$ cat src/shared/ret_exec_pkg.sv
// Purpose: constants and carriers for the return-instruction execution block
// Assumes: 16-bit instruction words, 21-bit program counter, four phases per cycle
// Notes:   opcode masks, phase constants and carriers
package ret_exec_pkg;

  localparam int PC_W = 21;

  localparam logic [15:0] IRET_MASK  = 16'hfffe;
  localparam logic [15:0] IRET_MATCH = 16'h0010;
  localparam logic [15:0] SRET_MASK  = 16'hfffe;
  localparam logic [15:0] SRET_MATCH = 16'h0012;
  localparam logic [15:0] LRET_MASK  = 16'hff00;
  localparam logic [15:0] LRET_MATCH = 16'h0c00;

  localparam int FAST_BIT = 0;

  // phase counter: 0..3 stands for phases one to four
  localparam logic [1:0] PHASE_LAST = 2'h3;
  localparam logic [1:0] PHASE_RST  = 2'h0;

  // instruction cycles taken by every return
  localparam logic [1:0] RET_CYCLES = 2'h2;

  typedef enum logic [1:0] {
    RK_NONE,
    RK_IRET,
    RK_SRET,
    RK_LRET
  } ret_kind_e;

  // shadow set captured on interrupt entry / call fast
  typedef struct packed {
    logic [7:0] working;
    logic [7:0] flags;
    logic [7:0] bank;
  } ctx_s;

  // decoded return instruction
  typedef struct packed {
    ret_kind_e  kind;
    logic       fast;
    logic [7:0] literal;
  } ret_dec_s;

endpackage

$ cat src/rtl/ret_decode.sv
// Purpose: decode a fetched word into one of the three return kinds
// Assumes: word is stable while ir_valid is high
// Notes:   purely combinational
`timescale 1ns/100ps
`default_nettype none
module ret_decode
  import ret_exec_pkg::*;
(
  input  wire logic [15:0] instr,
  output ret_dec_s         dec
);

  function automatic logic hit(input logic [15:0] w, input logic [15:0] m,
                               input logic [15:0] v);
    hit = ((w & m) == v);
  endfunction

  // literal return carries no fast flag; the low byte is the immediate
  always_comb
  begin
    dec.kind    = RK_NONE;
    dec.fast    = 1'b0;
    dec.literal = instr[7:0];
    if (hit(instr, IRET_MASK, IRET_MATCH))
    begin
      dec.kind = RK_IRET;
      dec.fast = instr[FAST_BIT];
    end
    else if (hit(instr, SRET_MASK, SRET_MATCH))
    begin
      dec.kind = RK_SRET;
      dec.fast = instr[FAST_BIT];
    end
    else if (hit(instr, LRET_MASK, LRET_MATCH))
      dec.kind = RK_LRET;
  end

endmodule
`default_nettype wire

$ cat src/rtl/ret_exec.sv
// Purpose: execute interrupt, literal and subroutine returns
// Assumes: the core presents each new instruction at phase one with ir_valid
// Notes:   pc high/upper latches are never driven by this block
//          ce low freezes phase, state and strobes alike
//          words offered while busy are dropped without any sign
//          strobes leave flops, so they trail their cause by one mclk
//          reset clears held values as well as strobes
`timescale 1ns/100ps
`default_nettype none
module ret_exec
  import ret_exec_pkg::*;
#(
  parameter int PCW = PC_W
)
(
  input  wire logic           mclk,
  input  wire logic           rst,
  input  wire logic           ce,
  input  wire logic           ir_valid,
  input  wire logic [15:0]    instr,
  input  wire logic           high_priority_mode,
  input  wire logic [PCW-1:0] stack_top_entry,
  input  wire ctx_s           shadow_ctx,
  output logic                busy,
  output logic [1:0]          phase,
  output logic                stack_pop,
  output logic                pc_load,
  output logic [PCW-1:0]      pc_value,
  output logic                working_load,
  output logic [7:0]          working_value,
  output logic                ctx_restore,
  output ctx_s                ctx_value,
  output logic                high_priority_global_enable_set,
  output logic                low_priority_global_enable_set,
  output logic                prefetch_flush,
  output logic                done
);

  // two instruction cycles, four phases each
  typedef enum logic [1:0] {
    S_IDLE,
    S_FIRST,
    S_SECOND
  } st_e;

  // decoded view of the current word
  ret_dec_s dec;

  // decoder runs every cycle; only idle listens to it
  ret_decode u_dec (
    .instr (instr),
    .dec   (dec)
  );

  // sequencer state
  st_e            st_q, st_d;
  logic [1:0]     ph_q, ph_d;
  ret_dec_s       cur_q, cur_d;
  // strobes and the values they carry
  logic           pop_q, pop_d;
  logic           pcl_q, pcl_d;
  logic [PCW-1:0] pcv_q, pcv_d;
  logic           wl_q, wl_d;
  logic [7:0]     wv_q, wv_d;
  logic           cr_q, cr_d;
  ctx_s           cv_q, cv_d;
  // enable strobes, flush and end of return
  logic           gh_q, gh_d;
  logic           gl_q, gl_d;
  logic           fl_q, fl_d;
  logic           dn_q, dn_d;

  // phase four of the current instruction cycle
  wire logic last_ph = (ph_q == PHASE_LAST);

  // phase advance; two bits wrap from four back to one by themselves
  function automatic logic [1:0] next_phase(input logic [1:0] p);
    next_phase = p + 2'h1;
  endfunction

  // sequencer and phase-four actions; strobes last one mclk each while ce stays high
  always_comb
  begin
    // strobes default low; values hold until the next load
    st_d  = st_q;
    ph_d  = ph_q;
    cur_d = cur_q;
    pop_d = 1'b0;
    pcl_d = 1'b0;
    pcv_d = pcv_q;
    wl_d  = 1'b0;
    wv_d  = wv_q;
    cr_d  = 1'b0;
    cv_d  = cv_q;
    gh_d  = 1'b0;
    gl_d  = 1'b0;
    fl_d  = 1'b0;
    dn_d  = 1'b0;
    case (st_q)
      S_IDLE:
      begin
        ph_d = PHASE_RST;
        // only a return opcode starts a sequence
        if (ir_valid && dec.kind != RK_NONE)
        begin
          cur_d = dec;
          st_d  = S_FIRST;
          ph_d  = 2'h1; // decode consumed phase one
        end
      end
      S_FIRST:
      begin
        // phases two and three wait; phase four does the work
        ph_d = next_phase(ph_q);
        if (last_ph)
        begin
          // pop and pc write together; latches untouched
          pop_d = 1'b1;
          pcl_d = 1'b1;
          pcv_d = stack_top_entry;
          if (cur_q.kind == RK_LRET)
          begin
            wl_d = 1'b1;
            wv_d = cur_q.literal;
          end
          if (cur_q.kind != RK_LRET && cur_q.fast)
          begin
            cr_d = 1'b1;
            cv_d = shadow_ctx;
          end
          if (cur_q.kind == RK_IRET)
          begin
            gh_d = high_priority_mode;
            gl_d = !high_priority_mode;
          end
          st_d = S_SECOND;
          ph_d = PHASE_RST;
        end
      end
      S_SECOND:
      begin
        // dead cycle: stale fetch dropped
        ph_d = next_phase(ph_q);
        // flush on the first edge of the dead cycle
        if (ph_q == PHASE_RST)
          fl_d = 1'b1;
        if (last_ph)
        begin
          // phase four of cycle two ends the return
          dn_d = 1'b1; // two cycles in all
          st_d = S_IDLE;
          ph_d = PHASE_RST;
        end
      end
      default:
      begin
        // unused encoding: fall back to idle
        st_d = S_IDLE;
        ph_d = PHASE_RST;
      end
    endcase
  end

  // state held while ce is low
  // ce gates every flop, so a stalled core sees no half step
  always_ff @(posedge mclk or posedge rst)
  begin
    if (rst)
    begin
      // constants only, so reset never depends on live data
      st_q  <= S_IDLE;
      ph_q  <= PHASE_RST;
      cur_q <= '0;
      pop_q <= 1'b0;
      pcl_q <= 1'b0;
      pcv_q <= '0;
      wl_q  <= 1'b0;
      wv_q  <= 8'h00;
      cr_q  <= 1'b0;
      cv_q  <= '0;
      gh_q  <= 1'b0;
      gl_q  <= 1'b0;
      fl_q  <= 1'b0;
      dn_q  <= 1'b0;
    end
    else if (ce)
    begin
      st_q  <= st_d;
      ph_q  <= ph_d;
      cur_q <= cur_d;
      pop_q <= pop_d;
      pcl_q <= pcl_d;
      pcv_q <= pcv_d;
      wl_q  <= wl_d;
      wv_q  <= wv_d;
      cr_q  <= cr_d;
      cv_q  <= cv_d;
      gh_q  <= gh_d;
      gl_q  <= gl_d;
      fl_q  <= fl_d;
      dn_q  <= dn_d;
    end
  end

  // outputs from flops; busy is decoded from the state flops
  assign busy                            = (st_q != S_IDLE);
  assign phase                           = ph_q;

  // strobes and held values
  assign stack_pop                       = pop_q;
  assign pc_load                         = pcl_q;
  assign pc_value                        = pcv_q;
  assign working_load                    = wl_q;
  assign working_value                   = wv_q;
  assign ctx_restore                     = cr_q;
  assign ctx_value                       = cv_q;
  assign high_priority_global_enable_set = gh_q;
  assign low_priority_global_enable_set  = gl_q;
  assign prefetch_flush                  = fl_q;
  assign done                            = dn_q;

endmodule
`default_nettype wire

$ cat config.mk
export PLATFORM = sky130hd
export DESIGN_NAME = ret_exec
export DESIGN_NICKNAME = d
export VERILOG_FILES = /design/src/shared/ret_exec_pkg.sv /design/src/rtl/ret_decode.sv /design/src/rtl/ret_exec.sv
export SDC_FILE = /design/constraint.sdc
export NUM_CORES = 1
export LEC_CHECK = 0
export BUFFER_PORTS_ARGS = -buffer_cell sky130_fd_sc_hd__buf_2
export CORE_AREA = 2 2 86 88
export CTS_CLUSTER_SIZE = 28
export DETAILED_ROUTE_END_ITERATION = 6
export DIE_AREA = 0 0 88 90
export GPL_TIMING_DRIVEN = 0
export PLACE_DENSITY = 0.83
export SETUP_SLACK_MARGIN = 0.05
export SLEW_MARGIN = 20
export SYNTH_ARGS = -nofsm -noshare
export SYNTH_HDL_FRONTEND = slang
export SYNTH_HIERARCHICAL = 1
export SYNTH_SLANG_ARGS = --single-unit
$ cat constraint.sdc
create_clock -name mclk -period 3 [get_ports mclk]
set_input_delay 0.6 -clock mclk [delete_from_list [all_inputs] [get_ports mclk]]
set_output_delay 0.6 -clock mclk [all_outputs]
set_load 0.01 [all_outputs]
### After elaboration in Yosys (flattened, before gate mapping)

Index checks and enable logic that the tools add are counted.

* logic and storage cells: 71
* register bits after elaboration: 75
* output and inout port bits: 64

* reductions and logical operators: 13
* add/subtract/negate cells: 1
* muxes and demuxes: 28
* equality and inequality tests: 12

Operators with widths (number)
* $eq A15 B4 Y1 const B: 2
* $mux W1: 19
* $mux W2: 6
* $reduce_and A4 Y1: 3
* $eq A8 B4 Y1 const B: 1
* $ne A2 B2 Y1 const B: 4
* $eq A2 B2 Y1 const B: 3
* $pmux W2 S3: 1
* $reduce_and A3 Y1: 2
* $eq A2 B1 Y1 const B: 2
* $logic_not A2 Y1: 2
* $pmux W2 S2: 1
* $reduce_bool A2 Y1: 2
* $mux W3: 1
* $add A2 B1 Y2 const B: 1
* $logic_and A1 B1 Y1: 2
* $reduce_or A2 Y1: 1
* $logic_not A1 Y1: 1

### Logic depth before layout (Yosys ltp)

Gate-level depths: netlist of the first run.

* depth in word-level cells: 8
* gate-level depth with buffers: 7
* depth with buffers taken out: 6

### Modules after synthesis

The synthesis of the first run kept the hierarchy.

By module, submodules not included
* ret_exec: cells an instance 202, seq. area each 1876.8 sq um, times used 1, area each 3129.3 sq um
* ret_decode: cells an instance 22, seq. area each 0.0 sq um, times used 1, area each 162.7 sq um

### Least setup slack after synthesis of the first run

No wires, ideal clock.

* path kind: input to register
* from: input instr[5]
* to: register st_q[1]
* setup slack: 0.777 ns
* buffers on the path: 0
* library setup time: 0.125 ns
* stages on the path: 6
* arrival: 2.098 ns
* data required time: 2.875 ns
* cells stage by stage: nor4_4 nand4_1 a21oi_1 o21ai_0 a2111oi_0 mux2_2

RTL lines
* from (decl): RTL line ret_exec.sv:20 `input wire logic [15:0] instr,`
* to (signal assigned): RTL line ret_exec.sv:188 `st_q <= st_d;`
* to (decl): RTL line ret_exec.sv:56 `st_e st_q, st_d;`

==> results.toml, run 1 <==
[clock_tree]
holdBufCountCts = 0
clkSlewWorstSetupHoldPaths_ns = 0.08
cts_sinks = 75
cts_max_level = 3
postCtsResizedCells = 0
clkLatencyLatePin_ns = 0.33
cts_setup_buffers = 0
clockBufferDepth = 2
cts_root_buf = "clkbuf_8"
cts_tree = "done"
cts_buffers = 9

[setup_path]
crit_family = "compound AO/OA/AOI/OAI gates"
worst_setup_path_end_kind = "flop"
startpoint_type = "input pin"
crit_chain = "buf_2 -> nor4_4 -> nand4b_1 -> a21oi_1 -> o21ai_0 -> a2111oi_0 -> mux2_2"
path_buf_inv = 1
critPathArrivalTime_ns = 2.60
cp_max_fo = 3
critPathSlowestCell = "a2111oi_0"
required_ns = 3.21
worst-setup-path-type = "input pin to flop"
slowest_delay_ns = 0.61

[global_routing]
grt-ovfl-total = 0
antenna_found_initial = 0
grt_pass1_wl_mm = 10.6
grt_pass1_vias = 2272
grt_max_degree = 40
grt_usage = 0.171

[min_path]
hp-class = "input pin to async pin"

[synthesis]
synth_top_flop_cell = "dfrtp_1"
synth.area.top_cells = "dfrtp_1, mux2_2, mux2_4, ha_1, buf_4"
syn_area_per_cell_um2 = 14.7
synth_top_area_cell = "dfrtp_1"
seq_area_frac_synth = 0.570
yosys-top-cells-count = "dfrtp_1, mux2_2, mux2_4, inv_1"
synth_nets = 299
syn_inst = 224
synthDistinctLibCells = 33
async_reset_ff_frac = 1.00
synth_edf_count = 0
synth_seq_cells = 75
synth_warnings = 6
synth_top_area_frac = 0.570
syn_area_mm2 = 0.00329
synthMostInstantiatedCell = "dfrtp_1"

[routing]
routed_wl_mm = 6.47
drcViolationCount = 0
wl_per_cell_um = 13.8
drtPass1Iterations = 4
first_iter_violations = 71
ant_nets = 0
vias = 2260
via_per_inst = 4.83

[sta]
drv_slew = 0
setup_viol = 0
worst_slack_ns = 0.619
fmax_mhz = 420
finalCritPeriodShare = 0.794
tightest_slew_ns = 0.594
relSlewSlack = 0.594
rsz0062_at_grt = "no"
final_hold_viol_count = 0
skew_ns = 0.00728
fin_crit_ns = 2.38
fin_tns_setup_ns = 0

[pwr]
power_density_mw_per_mm2 = 539
ir_worst_vdd_v = 0.000253
p_leak_nw = 2.45
p_total_w = 0.00232

[cells_and_area]
finalNetCount = 440
final_area_mm2 = 0.00430
diodes = 0
drive_gt1_frac = 0.629
syn_to_final_growth_pct = 30.6
fillCellCount = 547

[job]
cap_violations = 0

[placed_design]
placed_cell_area_mm2 = 0.00408
preCtsSetupSlack_ns = 0.306
numPortBuffers = 129
dp_hpwl_mm = 4.99
gp_congestion = 0.862

[die]
io_pins = 130
rows = 31
dieWidth_um = 88
initial_utilization = 0.469
die_h_um = 90
core-area_mm2 = 0.00702
die-area_mm2 = 0.00792

[run_status]
run_status = "finished clean"
[final cells by class]
| cell class | instances | area, um2 | area share |
|---|---|---|---|
| clock buffers | 10 | 138 | 0.0320 |
| well taps | 99 | 124 | 0.0288 |
| repair buffers | 130 | 666 | 0.155 |
| inverters | 11 | 43.8 | 0.0102 |
| multi-input cells | 121 | 1240 | 0.289 |
| plain buffers | 17 | 133 | 0.0308 |
| flip-flops and latches | 75 | 1880 | 0.437 |
| clock inverters | 5 | 77.6 | 0.0180 |
[cell usage in the layout, fill, tap and decap left out, types with 2 or more instances in the layout]
cell,n
a21oi_1,2
a22oi_1,2
buf_2,133
buf_4,9
buf_6,4
bufinv_16,2
clkbuf_8,10
clkinv_2,2
dfrtp_1,75
ha_1,9
inv_1,10
mux2_2,45
mux2_4,20
nand2_1,5
nand3_1,4
nand4_1,2
nand4b_1,2
nor2_1,3
nor2b_1,2
nor3_1,2
o21ai_0,6
o2bb2ai_1,3
[metrics by stage]
step           cells  hold slack [ns]   util
3_3_place_gp     452            0.465  0.579
3_5_place_dp     453            0.471  0.582
2_1_floorplan    224            0.474      -
4_1_cts          468            0.288  0.612
6_report         468            0.290  0.612
5_1_grt          468            0.319  0.612
[state kept, by name, summed over array words and instances, names as in the netlist, 2 cells and up]
register	cells
st_q	2
working_value	8
pc_value	21
phase	2
ctx_value	24
cur_q	11
[worst register-to-register path, delay by kind of cell (launching register included)]
kind / cells / cell delay [ns]
flops: 1 / 0.42
fa+ha+maj: 1 / 0.22
compound gates: 1 / 0.57
buf+inv: 1 / 0.12
simple gates: 1 / 0.15
mux: 1 / 0.40
[layer usage]
metal,routed length (um),part of all wire,vias up,GRT usage
met5,0,0,-,0
met2,3310,0.51,86,0.299
met3,408,0.063,12,0.0450
met1,2650,0.41,1092,0.199
met4,99,0.015,0,0.0603
li1,-,-,1070,-
[power breakdown]
group | internal [W] | switching (W)
registers | 0.00109 | 0.0000488
clock network | 0.000484 | 0.000341
logic | 0.000175 | 0.000180
total | 0.00175 | 0.000570
[path summary, 6_finish.rpt]
| kind | end | startpoint | slack, ns | cells past startpoint |
|---|---|---|---|---|
| min | pc_value[13] | rst | 0.29 | 2 |
| min in group mclk | low_priority_global_enable_set | high_priority_mode | 0.46 | 2 |
| min reg2reg | high_priority_global_enable_set | high_priority_global_enable_set | 0.48 | 1 |
| max in group asynchronous | cur_q[7] | rst | 2.15 | 3 |
| max | st_q[1] | instr[5] | 0.62 | 7 |
| max reg2reg | st_q[1] | st_q[0] | 1.00 | 5 |
[cells by family after synthesis]
logic type | share of synthesized area
buffers and inverters | 0.0528
flip-flops | 0.570
AND/OR/NAND/NOR | 0.0661
AO/OA/AOI/OAI | 0.0316
multiplexers | 0.245
adder cells (fa/ha/maj) | 0.0342
(Power assumes the default switching activity.)
==> inputs of run 2 (changes only) <==
Clock period 3 ns to 2.2 ns, I/O delays scaled along.
==> run 2 against run 1 <==
  * Hold slack worse by 0.26 ns
  * Sequential power is 36% higher
  * Worst setup slack worse by 0.47 ns
  * Critical path type unchanged
==> results.toml, run 2 (synthesis results as in run 1) <==
[routing]
ant_nets = 0
drtPass1Iterations = 4
drcViolationCount = 0
first_iter_violations = 40
via_per_inst = 4.80
routed_wl_mm = 6.49
vias = 2255
wl_per_cell_um = 13.8

[pwr]
power_density_mw_per_mm2 = 734
ir_worst_vdd_v = 0.000388
p_leak_nw = 2.45
p_total_w = 0.00317

[placed_design]
numPortBuffers = 129
gp_congestion = 0.855
dp.cells = 454
dp_hpwl_mm = 4.99

[die]
dieWidth_um = 88
core-area_mm2 = 0.00702
io_pins = 130
die_h_um = 90
rows = 31
initial_utilization = 0.469
die-area_mm2 = 0.00792

[setup_path]
startpoint_type = "input pin"
required_ns = 2.42
critPathArrivalTime_ns = 2.27
worst-setup-path-type = "input pin to flop"
worst_setup_path_end_kind = "flop"
cp_max_fo = 3

[global_routing]
grt-ovfl-total = 0
grt_pass1_vias = 2272
grt_max_degree = 36
antenna_found_initial = 0
grt_usage = 0.167
grt_pass1_wl_mm = 10.3

[min_path]
hp-class = "input pin to async pin"

[clock_tree]
clkSlewWorstSetupHoldPaths_ns = 0.07
clkLatencyLatePin_ns = 0.34
cts_setup_buffers = 0
cts_root_buf = "clkbuf_8"
holdBufCountCts = 0
cts_sinks = 75
clockBufferDepth = 2
cts_tree = "done"
cts_buffers = 9
cts_max_level = 3

[cells_and_area]
finalNetCount = 441
finish.utilization = 0.616
diodes = 0
instances_no_fill = 470
largest_reg_flops = 24
final_common_cell = "buf_2"
final_cell_mix = "buf_2, dfrtp_1, mux2_2, mux2_4, inv_1"
drive_gt1_frac = 0.631
syn_to_final_growth_pct = 31.5

[sta]
rsz0062_at_grt = "no"
final_hold_viol_count = 0
relSlewSlack = 0.751
skew_ns = 0.00856
hold_slack_ns = 0.0323
finalCritPeriodShare = 0.932
fin_crit_ns = 2.05
tightest_slew_ns = 0.373
setup_viol = 0
fmax_mhz = 488
drv_slew = 0

[run_status]
run_status = "finished clean"

[job]
cap_violations = 0
## run 2: final timing paths
path | startpoint | to | slack [ns] | depth (start not counted)
hold / removal | rst | pc_value[18] | 0.03 | 2
setup / recovery | instr[5] | st_q[1] | 0.15 | 7
setup reg to reg | st_q[0] | st_q[1] | 0.38 | 5
max in group asynchronous | rst | cur_q[6] | 1.75 | 3
hold reg to reg | ctx_restore | ctx_restore | 0.49 | 1
min in group mclk | high_priority_mode | low_priority_global_enable_set | 0.31 | 2
## run 2: cell type report
cell class                      count  area, um2
Clock inverter                      6       90.1
Timing Repair Buffer              131        686
Buffer                             17        133
Sequential cell                    75       1880
Multi-Input combinational cell    121       1250
Fill cell                         564       2690
Clock buffer                       10        128
Tap cell                           99        124
Inverter                           11       45.0
## run 2: timing repair
action / 4_1_cts / 5_1_grt
endpoints found under the hold margin: 0 / 0
endpoints found under the setup margin: 0 / 1
resized for setup: 0 / 2
## run 2: report_power, final
group / internal, W / switching (W)
Clock: 0.000641 / 0.000500
Combinational: 0.000241 / 0.000241
Sequential: 0.00148 / 0.0000680
Total: 0.00237 / 0.000809
## run 2: metal layers
| layer | up-vias | share of wire | global-route usage | wire [um] |
|---|---|---|---|---|
| li1 | 1060 | - | - | - |
| met1 | 1100 | 0.42 | 0.202 | 2750 |
| met2 | 84 | 0.50 | 0.282 | 3250 |
| met3 | 11 | 0.058 | 0.0358 | 374 |
| met4 | 0 | 0.017 | 0.0705 | 112 |
| met5 | - | 0 | 0 | 0 |
## run 2: stage by stage
| stage | worst slack (ns) | instance area, um2 | setup TNS [ns] |
|---|---|---|---|
| final | 0.150 | 4330 | 0 |
| after global routing | 0.0573 | 4330 | 0 |
| after CTS | 0.111 | 4320 | 0 |
| after detailed placement | -0.251 | 4110 | -0.566 |
| after global placement | -0.153 | 4070 | -0.153 |
| after floorplan | 0.137 | 3300 | 0 |
## run 2: critical path: stages
cell and delay, ns:
buf_2 0.12, nor4_4 0.32, nand4b_1 0.14, a21oi_1 0.27
o21ai_0 0.15, a2111oi_1 0.44, mux2_2 0.39
==> inputs of run 3 (changes only) <==
Settings changed: CELL_PAD_IN_SITES_DETAIL_PLACEMENT set to 1, CELL_PAD_IN_SITES_GLOBAL_PLACEMENT set to 2, CORE_AREA 2 2 86 88 to 2 2 107 109, DIE_AREA 0 0 88 90 to 0 0 109 111, PLACE_DENSITY 0.83 to 0.82.
==> run 3 against run 2 <==
  * Register-to-register slack about the same
  * First-iteration DRC count increased by 40%
  * Flip-flop and latch count unchanged
  * Clock skew decreased by 0.0047 ns
  * Sequential power about the same
  * Global-route usage decreased by 3.7 points
  * Die area increased by 53%
  * Non-clock buffer count unchanged
  * Critical endpoint unchanged
  * Core utilization decreased by 21 points
  * Power increased by 15%
  * Largest power group is now the clock network
  * Sequential share of layout area decreased by 1.6 points
  * Largest cell class unchanged
  * Critical path depth unchanged
==> results.toml, run 3 (synthesis results as in run 1) <==
[cells_and_area]
final_cell_mix = "buf_2, dfrtp_1, mux2_2, mux2_4, inv_1"
final_common_cell = "buf_2"
largest_reg_flops = 24
finish.utilization = 0.406
fillCellCount = 1196
drive_gt1_frac = 0.636
instances_no_fill = 514
syn_to_final_growth_pct = 36.6
finalNetCount = 441
diodes = 0

[global_routing]
antenna_found_initial = 0
met1_usage = 0.152
grt_max_degree = 34
busiest_layer = "met2"
globalRouteMet2Util = 0.222
grt_usage = 0.129
grt_pass1_wl_mm = 12.1
grt-ovfl-total = 0
grt_pass1_vias = 2483
met3_usage = 0.0300

[clock_tree]
cts_sinks = 75
cts_buffers = 9
cts_tree = "done"
clkSlewWorstSetupHoldPaths_ns = 0.06
cts_root_buf = "clkbuf_16"
clockBufferDepth = 2
holdBufCountCts = 0
clkLatencyLatePin_ns = 0.32
cts_setup_buffers = 0
cts_max_level = 3

[setup_path]
r2r_setup_slack_ns = 0.37
r2r_cells = 5
worst-setup-path-type = "input pin to flop"
startpoint_type = "input pin"
critPathArrivalTime_ns = 2.27
required_ns = 2.41
worst_setup_path_end_kind = "flop"
timing.rr.end = "st_q[1]"
cp_max_fo = 3
reg2reg_from = "st_q[0]"

[die]
dieWidth_um = 109
initial_utilization = 0.297
core-area_mm2 = 0.0111
die_h_um = 111
die-area_mm2 = 0.0121
io_pins = 130
rows = 39

[sta]
fin_crit_ns = 2.07
skew_ns = 0.00387
tightest_slew_ns = 0.481
drv_slew = 0
relSlewSlack = 0.679
finalCritPeriodShare = 0.939
setup_viol = 0
fmax_mhz = 484
rsz0062_at_grt = "no"
fin_tns_setup_ns = 0
final_hold_viol_count = 0

[pwr]
p_total_w = 0.00364
ir_worst_vdd_v = 0.000325
p_leak_nw = 2.51
power_density_mw_per_mm2 = 809

[placed_design]
dp_hpwl_mm = 5.78
numPortBuffers = 129
gp_congestion = 0.703
dp.cells = 498

[job]
cap_violations = 0

[routing]
drcViolationCount = 0
via_per_inst = 4.41
drtPass1Iterations = 4
first_iter_violations = 56
wl_per_cell_um = 14.7
ant_nets = 0
routed_wl_mm = 7.55
vias = 2265

[run_status]
run_status = "finished clean"

[min_path]
hp-class = "input pin to async pin"
run 3: cell types whose count changed in the layout (fill, tap and decap cells not counted), sizes merged:
cell,before,now
clkinvlp,2,1
clkbuf,10,11
run 3: layout make-up:
cell class,instances,area (um2),share of cell area
clock inverters,5,75.1,0.0167
multi-input cells,121,1250,0.278
inverters,11,45.0,0.0100
flip-flops and latches,75,1880,0.417
well taps,143,179,0.0398
clock buffers,11,253,0.0562
plain buffers,17,133,0.0295
repair buffers,131,686,0.152
run 3: worst max path at each step:
stage	start	to	slack [ns]	depth (start not counted)
global placement	instr[3]	st_q[1]	-0.24	7
finish	instr[5]	st_q[1]	0.13	7
floorplan	instr[5]	st_q[1]	0.14	6
CTS	instr[5]	st_q[1]	0.07	7
global route	instr[5]	st_q[1]	0.005	7
detailed placement	instr[5]	st_q[1]	-0.28	7
run 3: what timing repair did:
| action | CTS | global route |
|---|---|---|
| hold endpoints to repair | 0 | 0 |
| setup endpoints to repair | 0 | 1 |
| resized for setup | 0 | 3 |
run 3: worst max-delay path, stage by stage:
cell and delay (ns):
buf_2 0.12, nor4_4 0.32, nand4b_1 0.13, a21oi_1 0.26
o21ai_0 0.15, a2111oi_1 0.47, mux2_2 0.39
run 3: where the power goes:
| group | switching [W] | internal [W] | total, W |
|---|---|---|---|
| registers | 0.0000649 | 0.00149 | 0.00155 |
| clock network | 0.000546 | 0.00105 | 0.00159 |
| logic | 0.000251 | 0.000241 | 0.000492 |
run 3: per-layer routing:
layer | up-vias | part of all wire
met5 | - | 0
met4 | 0 | 0.018
met3 | 12 | 0.064
met2 | 77 | 0.51
met1 | 1115 | 0.41
li1 | 1061 | -
run 3: through the flow:
stage	setup slack, ns	hold WS [ns]	cell area [um2]
2_1_floorplan	0.137	0.474	3300
3_3_place_gp	-0.243	0.468	4120
3_5_place_dp	-0.284	0.479	4160
4_1_cts	0.0742	0.139	4490
5_1_grt	0.00471	0.169	4500
6_report	0.134	0.141	4500
